`src/shared/acs_cfg.svh`:
```
// timing counts and field positions for the conversion sequencer
`ifndef ACS_CFG_SVH
`define ACS_CFG_SVH

`define ACS_CLK_NS            10
`define ACS_TCONV_INT_NS      1650
`define ACS_TCONV_INT_CYC     (`ACS_TCONV_INT_NS / `ACS_CLK_NS)
`define ACS_EXT_CONV_TICKS    13
`define ACS_EOC_MIN_NS        75
`define ACS_EOC_MAX_NS        180
`define ACS_EOC_CYC           ((`ACS_EOC_MIN_NS + `ACS_CLK_NS - 1) / `ACS_CLK_NS)
`define ACS_START_BUSY_NS     70
`define ACS_FLAG_READ_NS      70
`define ACS_FLAG_EOC_NS       15
`define ACS_READ_GAP_NS       10
`define ACS_WR_SETUP_NS       5
`define ACS_WAKE_EXT_NS       2000
`define ACS_WAKE_INT_NS       6000000
`define ACS_NUM_CH            4
`define ACS_DATA_W            12
`define ACS_SEL_LSB           0
`define ACS_SEL_W             4
`define ACS_FIFO_DEPTH        32

`endif

```
`src/shared/acs_pkg.sv`:
```
// types shared by the conversion sequencer and its testbench
`include "acs_cfg.svh"
package acs_pkg;
    typedef logic [`ACS_DATA_W-1:0] acs_sample_t;
    typedef acs_sample_t [`ACS_NUM_CH-1:0] acs_samples_t;
    typedef struct packed {
        logic [1:0]  chan;
        acs_sample_t data;
    } acs_result_t;
    typedef enum logic [1:0] {ST_IDLE, ST_CONV, ST_EOC} acs_state_t;
endpackage

```
`src/hw/acs_fifo.sv`:
```
// flip-flop fifo holding conversion results until read
`timescale 1ns/1ps
`default_nettype none
module acs_fifo #(
    parameter int WIDTH = 14,
    parameter int DEPTH = 32
) (
    // clock and reset
    input  wire logic             sys_clk,
    input  wire logic             reset,
    // fill side
    input  wire logic             inValid,
    output logic                  inReady,
    input  wire logic [WIDTH-1:0] inData,
    // drain side
    output logic                  outValid,
    input  wire logic             outReady,
    output logic      [WIDTH-1:0] outData
);
    localparam int AW = $clog2(DEPTH);
    logic [WIDTH-1:0] mem_q [DEPTH];
    logic [AW-1:0]    wrPtr_q;
    logic [AW-1:0]    rdPtr_q;
    logic [AW:0]      count_q;
    wire              doPush = inValid && inReady;
    wire              doPop  = outValid && outReady;

    assign inReady  = (count_q != (AW+1)'(DEPTH));
    assign outValid = (count_q != '0);
    assign outData  = mem_q[rdPtr_q];

    always_ff @(posedge sys_clk) begin
        if (doPush) begin
            mem_q[wrPtr_q] <= inData;
        end
    end

    always_ff @(posedge sys_clk) begin
        if (reset) begin
            wrPtr_q <= '0;
            rdPtr_q <= '0;
            count_q <= '0;
        end else begin
            if (doPush) wrPtr_q <= (wrPtr_q == AW'(DEPTH - 1)) ? '0 : wrPtr_q + 1'b1;
            if (doPop)  rdPtr_q <= (rdPtr_q == AW'(DEPTH - 1)) ? '0 : rdPtr_q + 1'b1;
            count_q <= count_q + (AW+1)'(doPush) - (AW+1)'(doPop);
        end
    end
endmodule
`default_nettype wire

```
`src/hw/acs_seq.sv`:
```
// conversion sequencer with parallel read/write port and first-result flag
// How it works
// - external timing: conversion lasts 13 input cycles
// - internal timing: conversion within 1.65 us
// - busy spans channels times conv+pulse, less pulse
// - busy rises within 70 ns of start
// - read strobe rise updates first flag quickly
// - end-of-conversion fall drops first flag quickly unless a read strobe rise in the same cycle updates it
// - channel select captured on write strobe rise
// - start edge holds samples, latches selection, converts
// - first flag high while pointer at first result; set only by a read that wraps the pointer
// - write with select low loads low bus bits
`timescale 1ns/1ps
`default_nettype none
`include "acs_cfg.svh"
module acs_seq (
    // clock and reset
    input  wire logic                           sys_clk,
    input  wire logic                           reset,
    // conversion control
    input  wire logic                           conversionStart,
    input  wire logic                           lowPowerInput,
    input  wire logic                           externalTimingInput,
    input  wire logic                           useExternalTiming,
    input  wire logic                           hwSequenceSelect,
    input  wire logic [`ACS_SEL_W-1:0]          hwChannelSelect,
    input  wire acs_pkg::acs_samples_t          analogSamples,
    // parallel bus
    input  wire logic                           chipSelectN,
    input  wire logic                           readN,
    input  wire logic                           writeN,
    input  wire logic [`ACS_DATA_W-1:0]         busIn,
    output logic      [`ACS_DATA_W-1:0]         busOut,
    output logic                                busOe,
    // status
    output logic                                busy,
    output logic                                endOfConvN,
    output logic                                firstResultFlag
);
    import acs_pkg::*;

    localparam int INT_CYC = `ACS_TCONV_INT_CYC;
    localparam int EOC_CYC = `ACS_EOC_CYC;

    // lowest selected channel still pending
    function automatic logic [1:0] lowestChan(input logic [`ACS_SEL_W-1:0] m);
        lowestChan = 2'h0;
        for (int i = `ACS_SEL_W - 1; i >= 0; i--) begin
            if (m[i]) lowestChan = 2'(i);
        end
    endfunction

    acs_state_t             state_q;
    acs_state_t             state_d;
    logic [7:0]             cycCnt_q;
    logic [3:0]             extCnt_q;
    logic [3:0]             eocCnt_q;
    logic                   extMode_q;
    logic [`ACS_SEL_W-1:0]  pending_q;
    logic [`ACS_SEL_W-1:0]  latchedSel_q;
    logic [`ACS_SEL_W-1:0]  chanSel_q;
    acs_samples_t           held_q;
    logic                   startPrev_q;
    logic                   extPrev_q;
    logic                   readPrev_q;
    logic                   writePrev_q;
    logic                   readCs_q;
    logic [1:0]             rdPtr_q;
    logic                   flag_q;
    logic [`ACS_DATA_W-1:0] busOut_q;
    logic                   fifoInReady;
    logic                   fifoOutValid;
    logic [13:0]            fifoOutData;
    acs_result_t            headResult;
    acs_result_t            newResult;

    // edge decoding
    wire                    startRise   = conversionStart && !startPrev_q;
    wire                    extTick     = externalTimingInput && !extPrev_q;
    wire                    readFall    = !readN && readPrev_q;
    wire                    readRise    = readN && !readPrev_q;
    wire                    writeRise   = writeN && !writePrev_q;
    wire [`ACS_SEL_W-1:0]   selNow      = hwSequenceSelect ? hwChannelSelect : chanSel_q;
    wire                    startAccept = startRise && (state_q == ST_IDLE) && lowPowerInput && (selNow != '0);
    wire [1:0]              curChan     = lowestChan(pending_q);
    wire [`ACS_SEL_W-1:0]   curBit      = `ACS_SEL_W'(1) << curChan;
    wire                    intDone     = (cycCnt_q >= 8'(INT_CYC - 1));
    wire                    extDone     = extTick && (extCnt_q == 4'(`ACS_EXT_CONV_TICKS - 1));
    wire                    convDone    = (state_q == ST_CONV) && (extMode_q ? extDone : intDone) && fifoInReady;
    wire                    lastChan    = ((pending_q & ~curBit) == '0);
    wire                    eocEnd      = (state_q == ST_EOC) && (eocCnt_q == 4'(EOC_CYC - 1));
    wire                    eocFall     = convDone;
    wire                    writeAccept = writeRise && !chipSelectN && readN;
    wire                    popResult   = readRise && readCs_q && fifoOutValid;
    wire [1:0]              numSel      = 2'(latchedSel_q[0] + latchedSel_q[1] + latchedSel_q[2] + latchedSel_q[3] - 1);
    wire [1:0]              rdPtrNext   = (rdPtr_q == numSel) ? 2'h0 : rdPtr_q + 2'h1;

    assign newResult  = '{chan: curChan, data: held_q[curChan]};
    assign headResult = acs_result_t'(fifoOutData);

    // state sequencing
    always_comb begin
        state_d = state_q;
        case (state_q)
            ST_IDLE: if (startAccept) state_d = ST_CONV;
            ST_CONV: if (convDone) state_d = ST_EOC;
            ST_EOC:  if (eocEnd) state_d = (pending_q == '0) ? ST_IDLE : ST_CONV;
            default: state_d = ST_IDLE;
        endcase
    end

    // busy drops as the last pulse begins
    assign busy       = (state_q == ST_CONV) || ((state_q == ST_EOC) && (pending_q != '0));
    assign endOfConvN = (state_q != ST_EOC);
    assign busOe      = !chipSelectN && !readN;
    assign busOut     = busOut_q;
    assign firstResultFlag = flag_q;

    always_ff @(posedge sys_clk) begin
        if (reset) begin
            state_q     <= ST_IDLE;
            startPrev_q <= 1'b0;
            extPrev_q   <= 1'b0;
            readPrev_q  <= 1'b1;
            writePrev_q <= 1'b1;
        end else begin
            state_q     <= state_d;
            startPrev_q <= conversionStart;
            extPrev_q   <= externalTimingInput;
            readPrev_q  <= readN;
            writePrev_q <= writeN;
        end
    end

    // conversion timing counters
    always_ff @(posedge sys_clk) begin
        if (reset || state_q != ST_CONV) begin
            cycCnt_q <= '0;
            extCnt_q <= '0;
        end else begin
            if (!intDone) cycCnt_q <= cycCnt_q + 8'h01;
            if (extTick && !extDone) extCnt_q <= extCnt_q + 4'h1;
        end
    end

    always_ff @(posedge sys_clk) begin
        if (reset || state_q != ST_EOC) begin
            eocCnt_q <= '0;
        end else begin
            eocCnt_q <= eocCnt_q + 4'h1;
        end
    end

    // selection latch and pending mask
    always_ff @(posedge sys_clk) begin
        if (reset) begin
            pending_q    <= '0;
            latchedSel_q <= '0;
            extMode_q    <= 1'b0;
        end else if (startAccept) begin
            pending_q    <= selNow;
            latchedSel_q <= selNow;
            extMode_q    <= useExternalTiming;
        end else if (convDone) begin
            pending_q    <= pending_q & ~curBit;
        end
    end

    // track-and-hold per channel
    generate
        for (genvar g = 0; g < `ACS_NUM_CH; g++) begin : g_hold
            always_ff @(posedge sys_clk) begin
                if (reset) begin
                    held_q[g] <= '0;
                end else if (startAccept) begin
                    held_q[g] <= analogSamples[g];
                end
            end
        end
    endgenerate

    // channel select register
    always_ff @(posedge sys_clk) begin
        if (reset) begin
            chanSel_q <= '0;
        end else if (writeAccept) begin
            chanSel_q <= busIn[`ACS_SEL_LSB +: `ACS_SEL_W];
        end
    end

    // read port and result pointer
    always_ff @(posedge sys_clk) begin
        if (reset) begin
            readCs_q <= 1'b0;
            busOut_q <= '0;
            rdPtr_q  <= '0;
            flag_q   <= 1'b0;
        end else begin
            if (readFall) begin
                readCs_q <= !chipSelectN && fifoOutValid;
                busOut_q <= fifoOutValid ? headResult.data : '0;
            end
            if (startAccept) rdPtr_q <= '0;
            else if (popResult) rdPtr_q <= rdPtrNext;
            if (popResult) flag_q <= (rdPtrNext == 2'h0);
            else if (eocFall) flag_q <= 1'b0;
        end
    end

    acs_fifo #(
        .WIDTH ($bits(acs_result_t)),
        .DEPTH (`ACS_FIFO_DEPTH)
    ) u_fifo (
        .sys_clk  (sys_clk),
        .reset    (reset),
        .inValid  (convDone),
        .inReady  (fifoInReady),
        .inData   (newResult),
        .outValid (fifoOutValid),
        .outReady (popResult),
        .outData  (fifoOutData)
    );

    a_busy_rises: assert property (@(posedge sys_clk) disable iff (reset)
        startAccept |=> busy) else $error("busy late after start");
    a_sel_latch: assert property (@(posedge sys_clk) disable iff (reset)
        startAccept |=> pending_q == $past(selNow)) else $error("selection not latched");
    a_ext_conv_len: assert property (@(posedge sys_clk) disable iff (reset)
        convDone && extMode_q |-> extTick && extCnt_q == 4'd12) else $error("external conversion not 13 ticks");
    a_int_conv_len: assert property (@(posedge sys_clk) disable iff (reset)
        convDone && !extMode_q |-> cycCnt_q == 8'd164) else $error("internal conversion not 165 cycles");
    a_eoc_width: assert property (@(posedge sys_clk) disable iff (reset)
        $fell(endOfConvN) |-> (!endOfConvN)[*8] ##1 endOfConvN) else $error("pulse width wrong");
    a_busy_falls: assert property (@(posedge sys_clk) disable iff (reset)
        $fell(busy) |-> !endOfConvN && state_q == ST_EOC) else $error("busy fell outside last pulse");
    a_flag_read: assert property (@(posedge sys_clk) disable iff (reset)
        popResult |=> firstResultFlag == (rdPtr_q == 2'h0)) else $error("flag not updated on read");
    a_flag_eoc: assert property (@(posedge sys_clk) disable iff (reset)
        eocFall && !popResult |=> !firstResultFlag && !endOfConvN) else $error("flag not cleared on pulse");
    a_chan_write: assert property (@(posedge sys_clk) disable iff (reset)
        writeAccept |=> chanSel_q == $past(busIn[3:0])) else $error("channel select not written");

    c_four_chan: cover property (@(posedge sys_clk) startAccept && selNow == 4'hF);
    c_ext_conv: cover property (@(posedge sys_clk) convDone && extMode_q);
    c_sel_write: cover property (@(posedge sys_clk) writeAccept);
    c_flag_high: cover property (@(posedge sys_clk) popResult ##1 firstResultFlag);
endmodule
`default_nettype wire

```
`config.mk`:
```
export PLATFORM = sky130hd
export DESIGN_NAME = acs_seq
export DESIGN_NICKNAME = d
export VERILOG_FILES = /design/src/shared/acs_pkg.sv /design/src/hw/acs_fifo.sv /design/src/hw/acs_seq.sv
export VERILOG_INCLUDE_DIRS = /design/src /design/src/shared
export SDC_FILE = /design/constraint.sdc
export NUM_CORES = 1
export LEC_CHECK = 0
export BUFFER_PORTS_ARGS = -buffer_cell sky130_fd_sc_hd__buf_2
export CORE_MARGIN = 10
export CORE_UTILIZATION = 50
export CTS_BUF_LIST = sky130_fd_sc_hd__clkbuf_4
export CTS_CLUSTER_SIZE = 40
export DETAILED_ROUTE_END_ITERATION = 8
export PLACE_DENSITY_LB_ADDON = 0.25
export SYNTH_ARGS = -nofsm -noshare
export SYNTH_HDL_FRONTEND = slang
export SYNTH_SLANG_ARGS = --single-unit
```
`constraint.sdc`:
```
create_clock -name sys_clk -period 7.1 [get_ports sys_clk]
set_input_delay 1.065 -clock sys_clk [delete_from_list [all_inputs] [get_ports sys_clk]]
set_output_delay 1.065 -clock sys_clk [all_outputs]
set_load 0.005 [all_outputs]
```
-- Yosys cells after proc, flatten, opt, wreduce, memory -nomap -nowiden
Memories as Yosys holds them, arrays and structs flattened. A register that Yosys moved wholly into a read port is not among the register bits.
Cells that the tools add are included.
- shifts and indexed selects: 1
- eq/ne operators: 13
- add/subtract/negate cells: 12
- magnitude comparators: 2
- bitwise logic cells: 2
- mux-type cells: 25
- reduce and logical (&&, ||, !) cells: 42
- operators with widths (operator ; number):
    binary-select mux 12 bit (select 2 bit) ; 1
    2-to-1 mux 12 bit ; 2
    logical AND 1 bit ; 22
    2-to-1 mux 5 bit ; 4
    2-to-1 mux 2 bit ; 8
    2-to-1 mux 4 bit ; 3
    adder 5 x 1 -> 5 bit, second input constant ; 2
    == test 5 bit, second input constant ; 2
    adder 4 x 1 -> 4 bit, second input constant ; 2
    adder 8 x 1 -> 8 bit, second input constant ; 1
    >= comparator 8 bit, second input constant ; 1
    nonzero test 4 bit ; 2
    zero test 1 bit ; 7
    adder 6 x 1 -> 6 bit ; 1
    2-to-1 mux 1 bit ; 6
    inequality test 2 bit, second input constant ; 3
    inequality test 6 bit, second input constant ; 1
    one-hot mux 2 bit (3 select lines) ; 1
    nonzero test 6 bit ; 1
    subtractor 6 x 1 -> 6 bit ; 1
    adder 2 x 1 -> 2 bit ; 2
    bitwise AND 4 bit ; 1
    == test 4 x 3 -> 1 bit, second input constant ; 1
    == test 4 bit, second input constant ; 1
    16 further kinds ; 21
- output and inout port bits: 16
- memories: 1
- register bits: 115
- memory bits (writable): 448
- memory list (memory ; words ; bits a word ; read ports ; clocked after Yosys merged registers in ; wr ports ; line ; RTL):
    u_fifo.mem_q ; 32 ; 14 ; 1 ; 1 ; 1 ; acs_fifo.sv:21 ; logic [WIDTH-1:0] mem_q [DEPTH];

-- Longest topological paths before layout
Gate-level depths: netlist (run 1).
- word-level depth: 9
- depth in mapped cells: 16
- gate-level depth less buffers: 14

-- Cells and area by module
Synthesis (run 1) repeated with hierarchy kept, for this count alone.
- cell total of the unflattened synthesis: 1478
- area total of the unflattened synthesis: 22733.1 um2
- modules (own cells, without submodules) (module ; area an instance (um2) ; times used ; cells an instance ; sequential area each (um2)):
    acs_fifo ; 18361.4 ; 1 ; 961 ; 13873.3
    acs_seq ; 4371.7 ; 1 ; 517 ; 1981.9

-- Worst setup path before layout (run 1)
Ideal clock, no wire load.
- path kind: input port to flip-flop
- start: input readN
- end: register u_fifo.count_q[4]
- arrival time: 3.000 ns
- buffers on the path: 2
- cell stages on the path: 14
- setup time: 0.128 ns
- setup slack: 3.973 ns
- data required time: 6.972 ns
- cell sequence: nand2_1 > or3_1 > clkbuf_1 > buf_2 > inv_1 > ha_1 > inv_1 > ha_1 > fa_1 > a21oi_1 > nor2_1 > nor2_1 > xor2_1 > nor2_1
- word-level cells in the longest chain between the ends: 5
- ends and longest elaborated chain (element ; line ; RTL):
    start, declared ; acs_seq.sv:30 ; input wire logic readN,
    logical AND 1 bit ; acs_seq.sv:81 ; wire readRise = readN && !readPrev_q;
    logical AND 1 bit (2 in series) ; acs_seq.sv:94 ; wire popResult = readRise && readCs_q && fifoOutValid;
    logical AND 1 bit ; acs_fifo.sv:26 ; wire doPop = outValid && outReady;
    subtractor 6 x 1 -> 6 bit ; acs_fifo.sv:46 ; count_q <= count_q + (AW+1)'(doPush) - (AW+1)'(doPop);
    end signal, assigned ; acs_fifo.sv:46 ;
    end, declared ; acs_fifo.sv:24 ; logic [AW:0] count_q;
No other way between the ends.
A chain may end at the register's enable or synchronous reset.

-- Worst setup path in the final report (run 1)
- start: register cycCnt_q[2]
- end: register u_fifo.count_q[4]
- word-level cells in the longest chain between the ends: 7
- ends and longest elaborated chain (element ; line ; RTL):
    start, declared ; acs_seq.sv:55 ; logic [7:0] cycCnt_q;
    start signal, assigned ; acs_seq.sv:141 ; if (!intDone) cycCnt_q <= cycCnt_q + 8'h01;
    >= comparator 8 bit ; acs_seq.sv:87 ; wire intDone = (cycCnt_q >= 8'(INT_CYC - 1));
    2-to-1 mux 1 bit ; acs_seq.sv:89 ; wire convDone = (state_q == ST_CONV) && (extMode_q ? extDone : intDone) && fifoInReady;
    logical AND 1 bit (2 in series) ; acs_seq.sv:89 ;
    logical AND 1 bit ; acs_fifo.sv:25 ; wire doPush = inValid && inReady;
    adder 6 x 1 -> 6 bit ; acs_fifo.sv:46 ;
    subtractor 6 x 1 -> 6 bit ; acs_fifo.sv:46 ;
No other way between the ends.

==> results_dict.tcl, run 1 <==
set metrics [dict create \
    fmax_mhz 240 \
    worst_pin_slew_ps 1180 \
    critPathCaptureType "flop" \
    use_met1 0.237 \
    grt_usage 0.183 \
    die-height_microns 222 \
    hold_viol 0 \
    cpPeakStageDelay_ps 840 \
    powerDensity_mw_per_mm2 256 \
    worst_path_max_delay_cell "inv_1" \
    drc 0 \
    rsz0062_at_grt "no" \
    crit_fanout 40 \
    setup_slack_ps 2940 \
    numCtsBuffers 132 \
    globalRouteMet2Util 0.291 \
    fin_crit_sh 0.586 \
    ys_warn_count 0 \
    drive_above_1_share 0.271 \
    rows 73 \
    grt.busiest_layer "met2" \
    cts_hold_buf 0 \
    drv_cap 0 \
    holdWs_ps 449 \
    wl_per_cell_microns 21.5 \
    syn-mean-instance-area_sq_um 15.1 \
    grt_overflow 0 \
    cellLeakagePower_nw 7.45 \
    slew_violations 0 \
    clk_latency_ps 820 \
    placedCellCount 1894 \
    clk_path_buf_depth 3 \
    htreeDepth 4 \
    ys.flop_type "edfxtp_1" \
    critPathKind "reg -> reg" \
    arrival_ps 4820 \
    r2r_slack_ps 2940 \
    start_kind "flop" \
    syn_area_sq_mm 0.0203 \
    vias_per_cell 5.62 \
    tritoncts "yes" \
    gp_congestion 0.848 \
    ys_types 62 \
    fin_crit_ps 4160 \
    path_clk_slew_ps 60 \
    synth_top_cell_by_area "edfxtp_1" \
    area_delta_synth_final_pct 12.8 \
    path_cells "nor4_1 -> nor2_1 -> o2111ai_1 -> inv_1 -> ha_1 -> fa_1 -> a21oi_1 -> nor2_1 -> nor2_1 -> xor2_1 -> nor2_1" \
    synth_area_leaders "edfxtp_1 57%, dfxtp_1 12%, mux4_2 6.7%" \
    dieWidth_microns 222 \
    initial_core_util 0.509 \
    grt_pass1_vias 12400 \
    grt_max_degree 72 \
    skew_ps 43.8 \
    finalWirelength_microns 45500 \
    drtAntennaViolNets 0 \
    postCtsSetupBuffers 0 \
    nets 1601 \
    synth_seq_cells 504 \
    clockRootBuffer "clkbuf_4" \
    setup_viol 0 \
    place.port_buffers 81 \
    synth_nets 1442 \
    clkSinkCount 504 \
    drt-pass1-iter-count 7 \
    antenna_found_initial 1 \
    critPathBufInv 1 \
    initialDrtViolationCount 1000 \
    async_flop_share 0 \
    die-area_sq_mm 0.0491 \
    crit_required_ps 7760 \
    finalSetupTns_ps 0 \
    outcome "completed" \
    vias 11900 \
    irDropWorstVdd_mv 0.138 \
    fillers 3133 \
    synth-seq-area-share 0.686 \
    yosysTopAreaCellShare 0.568 \
    synthCells 1344 \
    dp_hpwl_microns 27700 \
    instances_no_fill 2118 \
    power_mw 5.87 \
    hold_class "reg -> reg" \
    core_sq_mm 0.0399 \
    grt_pass1_wl_microns 70600 \
    pre_cts_ws_ps 2780 \
    grtUsageMet3 0.0465 \
    critical-path-top-delay-family "compound AO/OA/AOI/OAI gates" \
    cts_resized 0 \
    critPathMostFrequentCell "nor2_1" \
    io_pins 90 \
    slew_headroom 0.213 \
    synth-edff-count 384 \
]
per-stage QoR:
step / util / cell area (sq um)
floorplan: - / 20300
global placement: 0.531 / 21200
detailed placement: 0.531 / 21200
CTS: 0.574 / 22900
global route: 0.574 / 22900
finish: 0.574 / 22900
cells by family after synthesis:
kind of cell             Yosys count  synth area share
adder cells (fa/ha/maj)           24            0.0155
AO/OA/AOI/OAI                    205            0.0664
flip-flops                       504             0.686
multiplexers                     158             0.115
XOR/XNOR                          15           0.00714
buffers and inverters            101            0.0249
AND/OR/NAND/NOR                  337            0.0850
cells in the mapped netlist, types with 18 or more instances:
cell type and n:
a22o_1 26, edfxtp_1 384, clkbuf_1 34, inv_1 23
mux2i_1 90, ha_1 22, buf_2 26, nor2_1 46
mux4_2 60, dfxtp_1 120, and3_1 44, a22oi_1 19
o21ai_0 33, nor2b_1 18, nand2_1 123, a21oi_1 66
area by class of cell:
| type | count | area, sq um | area share |
|---|---|---|---|
| sequential | 504 | 13900 | 0.608 |
| multi-input combinational | 739 | 5930 | 0.259 |
| clock buffer | 198 | 1490 | 0.0649 |
| tap | 525 | 657 | 0.0287 |
| timing repair buffer | 103 | 586 | 0.0256 |
| clock inverter | 25 | 225 | 0.00983 |
| inverter | 23 | 86.3 | 0.00377 |
| antenna | 1 | 2.50 | 0.000109 |
worst paths after layout:
check                           start                            to  depth (start not counted)
max          cycCnt_q[2]$_SDFFE_PP0P_  u_fifo.count_q[4]$_SDFF_PP0_                         11
min            eocCnt_q[0]$_SDFF_PP0_        eocCnt_q[0]$_SDFF_PP0_                          1
max reg2reg  cycCnt_q[2]$_SDFFE_PP0P_  u_fifo.count_q[4]$_SDFF_PP0_                         11
min reg2reg    eocCnt_q[0]$_SDFF_PP0_        eocCnt_q[0]$_SDFF_PP0_                          1
registers in the layout (all words and copies together), names as in the netlist, named ones only:
register and flops:
busOut 12, chanSel_q 4, cycCnt_q 8, eocCnt_q 4, extCnt_q 4, extMode_q 1, extPrev_q 1, firstResultFlag 1
held_q 48, latchedSel_q 4, pending_q 4, rdPtr_q 2, readCs_q 1, readPrev_q 1, startPrev_q 1, state_q 2
u_fifo.count_q 6, u_fifo.mem_q 384, u_fifo.rdPtr_q 5, u_fifo.wrPtr_q 5, writePrev_q 1
where the power goes:
part	switching (mW)	internal, mW
Sequential	0.00750	3.17
Clock	1.12	1.44
Combinational	0.0849	0.0407
per-layer routing:
metal,routed length (microns),vias up
met5,0,-
met4,915,0
met3,2760,67
met2,22100,376
met1,19800,5933
li1,-,5531
cells in the final DEF, fill, tap and decap left out, types with 21 or more instances in the layout:
master / Yosys / routed
nand2_1: 123 / 123
o21ai_0: 33 / 21
a21oi_1: 66 / 66
nor2_1: 46 / 46
a22o_1: 26 / 26
inv_1: 23 / 23
buf_2: 26 / 80
dfxtp_1: 120 / 118
ha_1: 22 / 22
clkbuf_4: 0 / 198
buf_4: 10 / 22
edfxtp_1: 384 / 384
mux4_2: 60 / 60
and3_1: 44 / 44
mux2i_1: 90 / 90
Power figures use the tool's default switching activity.
==> inputs of run 2 (changes only) <==
==> constraint.sdc (replaced) <==
create_clock -name sys_clk -period 4.2 [get_ports sys_clk]
set_input_delay 0.63 -clock sys_clk [delete_from_list [all_inputs] [get_ports sys_clk]]
set_output_delay 0.63 -clock sys_clk [all_outputs]
set_load 0.005 [all_outputs]
==> results_dict.tcl, run 2 (synthesis gave the netlist of run 1 again) <==
set metrics [dict create \
    start_kind "flop" \
    clockRootBuffer "clkbuf_4" \
    critPathCaptureType "flop" \
    initial_core_util 0.509 \
    pre_cts_ws_ps 957 \
    skew_ps 64.6 \
    rsz0062_at_grt "no" \
    grt_overflow 0 \
    outcome "completed" \
    clk_path_buf_depth 3 \
    die-area_sq_mm 0.0491 \
    path_clk_slew_ps 60 \
    drive_above_1_share 0.272 \
    hold_end "chanSel_q[3]$_SDFFE_PP0P_" \
    hold_viol 0 \
    rr_endpoint "u_fifo.count_q[4]$_SDFF_PP0_" \
    crit_fanout 15 \
    cpPeakStageDelay_ps 470 \
    path_cells "inv_1 -> ha_1 -> nor4bb_1 -> or3_1 -> inv_1 -> ha_1 -> inv_1 -> ha_1 -> fa_1 -> a21oi_1 -> nor2_1 -> nor2_1 -> xor2_1 -> nor2_1" \
    die-height_microns 222 \
    final_cell_mix "384 x edfxtp_1, 196 x clkbuf_4, 123 x nand2_1, 117 x dfxtp_1, 90 x mux2i_1" \
    slew_violations 0 \
    multiInputGateArea_sq_mm 0.00593 \
    instances_no_fill 2124 \
    vias 11800 \
    holdWs_ps 62.1 \
    regArea_sq_mm 0.0139 \
    grt_max_degree 58 \
    critPathBufInv 3 \
    clkSinkCount 504 \
    cts_resized 0 \
    fillers 3209 \
    drtAntennaViolNets 0 \
    min-delay-start "busIn[3]" \
    cellLeakagePower_nw 7.46 \
    hold_class "in -> reg" \
    postCtsSetupBuffers 0 \
    cts_hold_buf 1 \
    fin_crit_ps 3240 \
    clk_latency_ps 850 \
    wl_per_cell_microns 21.4 \
    place_area_sq_mm 0.0213 \
    grt_pass1_vias 12200 \
    numCtsBuffers 119 \
    finalSetupTns_ps 0 \
    critical-path-top-delay-family "simple AND/OR/NAND/NOR gates" \
    drv_cap 0 \
    drt-pass1-iter-count 4 \
    r2r_slack_ps 960 \
    finalWirelength_microns 45400 \
    drc 0 \
    rows 73 \
    vias_per_cell 5.57 \
    fin_crit_sh 0.772 \
    worstReg2RegStart "u_fifo.count_q[4]$_SDFF_PP0_" \
    antenna_found_initial 1 \
    core_sq_mm 0.0399 \
    largest_register "u_fifo.mem_q" \
    largest_reg_flops 384 \
    irDropWorstVdd_mv 0.214 \
    setup_slack_ps 956 \
    tritoncts "yes" \
    placedCellCount 1902 \
    nets 1597 \
    critPathKind "reg -> reg" \
    io_pins 90 \
    grt_pass1_wl_microns 69900 \
    gp_congestion 0.811 \
    worst_pin_slew_ps 1040 \
    area_delta_synth_final_pct 12.9 \
    slew_headroom 0.306 \
    arrival_ps 3910 \
    mostFrequentLayoutCell "edfxtp_1" \
    dieWidth_microns 222 \
    r2r_cells 14 \
    place.port_buffers 81 \
    powerDensity_mw_per_mm2 424 \
    min_path_cells 3 \
    dp_hpwl_microns 27800 \
    grt_usage 0.182 \
    setup_viol 0 \
    htreeDepth 3 \
    initialDrtViolationCount 1017 \
    crit_required_ps 4860 \
    fmax_mhz 308 \
    fin_area_sq_mm 0.0229 \
    worst_path_max_delay_cell "nor4bb_1" \
]
run 2: cell count changes in the layout (fill, tap and decap cells not counted), moves of 2 or more:
| cell | previous run | this run |
|---|---|---|
| buf_4 | 22 | 29 |
| inv_2 | 5 | 1 |
| bufinv_16 | 5 | 3 |
| clkbuf_4 | 198 | 196 |
| clkinv_2 | 0 | 2 |
run 2: worst max path at each step:
stage	from	end	slack, ps	cells after the start
floorplan	u_fifo.count_q[4]$_SDFF_PP0_	u_fifo.count_q[4]$_SDFF_PP0_	1260	16
global route	u_fifo.count_q[4]$_SDFF_PP0_	u_fifo.count_q[4]$_SDFF_PP0_	700	14
global placement	u_fifo.count_q[4]$_SDFF_PP0_	u_fifo.count_q[4]$_SDFF_PP0_	1030	14
finish	u_fifo.count_q[4]$_SDFF_PP0_	u_fifo.count_q[4]$_SDFF_PP0_	960	14
detailed placement	u_fifo.count_q[4]$_SDFF_PP0_	u_fifo.count_q[4]$_SDFF_PP0_	960	14
CTS	u_fifo.count_q[4]$_SDFF_PP0_	u_fifo.count_q[4]$_SDFF_PP0_	920	14
run 2: metal layers:
| metal | GRT usage | up-vias | routed length [microns] |
|---|---|---|---|
| li1 | - | 5543 | - |
| met1 | 0.236 | 5811 | 19200 |
| met2 | 0.292 | 410 | 21900 |
| met3 | 0.0452 | 59 | 3190 |
| met4 | 0.0660 | 0 | 1040 |
| met5 | 0 | - | 0 |
run 2: where the power goes:
part           switching, mW  internal (mW)  total (mW)
Sequential            0.0126           5.36        5.37
Clock                   1.86           2.28        4.13
Combinational          0.144         0.0698       0.214
run 2: per-stage QoR:
stage	total power, mW	utilization
after detailed placement	5.69	0.533
after floorplan	5.60	-
final	9.72	0.575
after CTS	9.81	0.575
after global placement	5.68	0.533
after global routing	10.1	0.575
run 2: layout make-up:
class | count | area share
Antenna cell | 2 | 0.000218
Clock buffer | 196 | 0.0642
Clock inverter | 23 | 0.00753
Inverter | 23 | 0.00376
Multi-Input combinational cell | 739 | 0.259
Sequential cell | 504 | 0.608
Tap cell | 525 | 0.0286
Timing Repair Buffer | 112 | 0.0291
run 2: worst reg2reg max path, stage by stage (launching register included):
cell and delay, ps:
dfxtp_1 300, inv_1 100, ha_1 150, nor4bb_1 470
or3_1 440, inv_1 140, ha_1 300, inv_1 40
ha_1 210, fa_1 430, a21oi_1 170, nor2_1 60
nor2_1 110, xor2_1 160, nor2_1 50
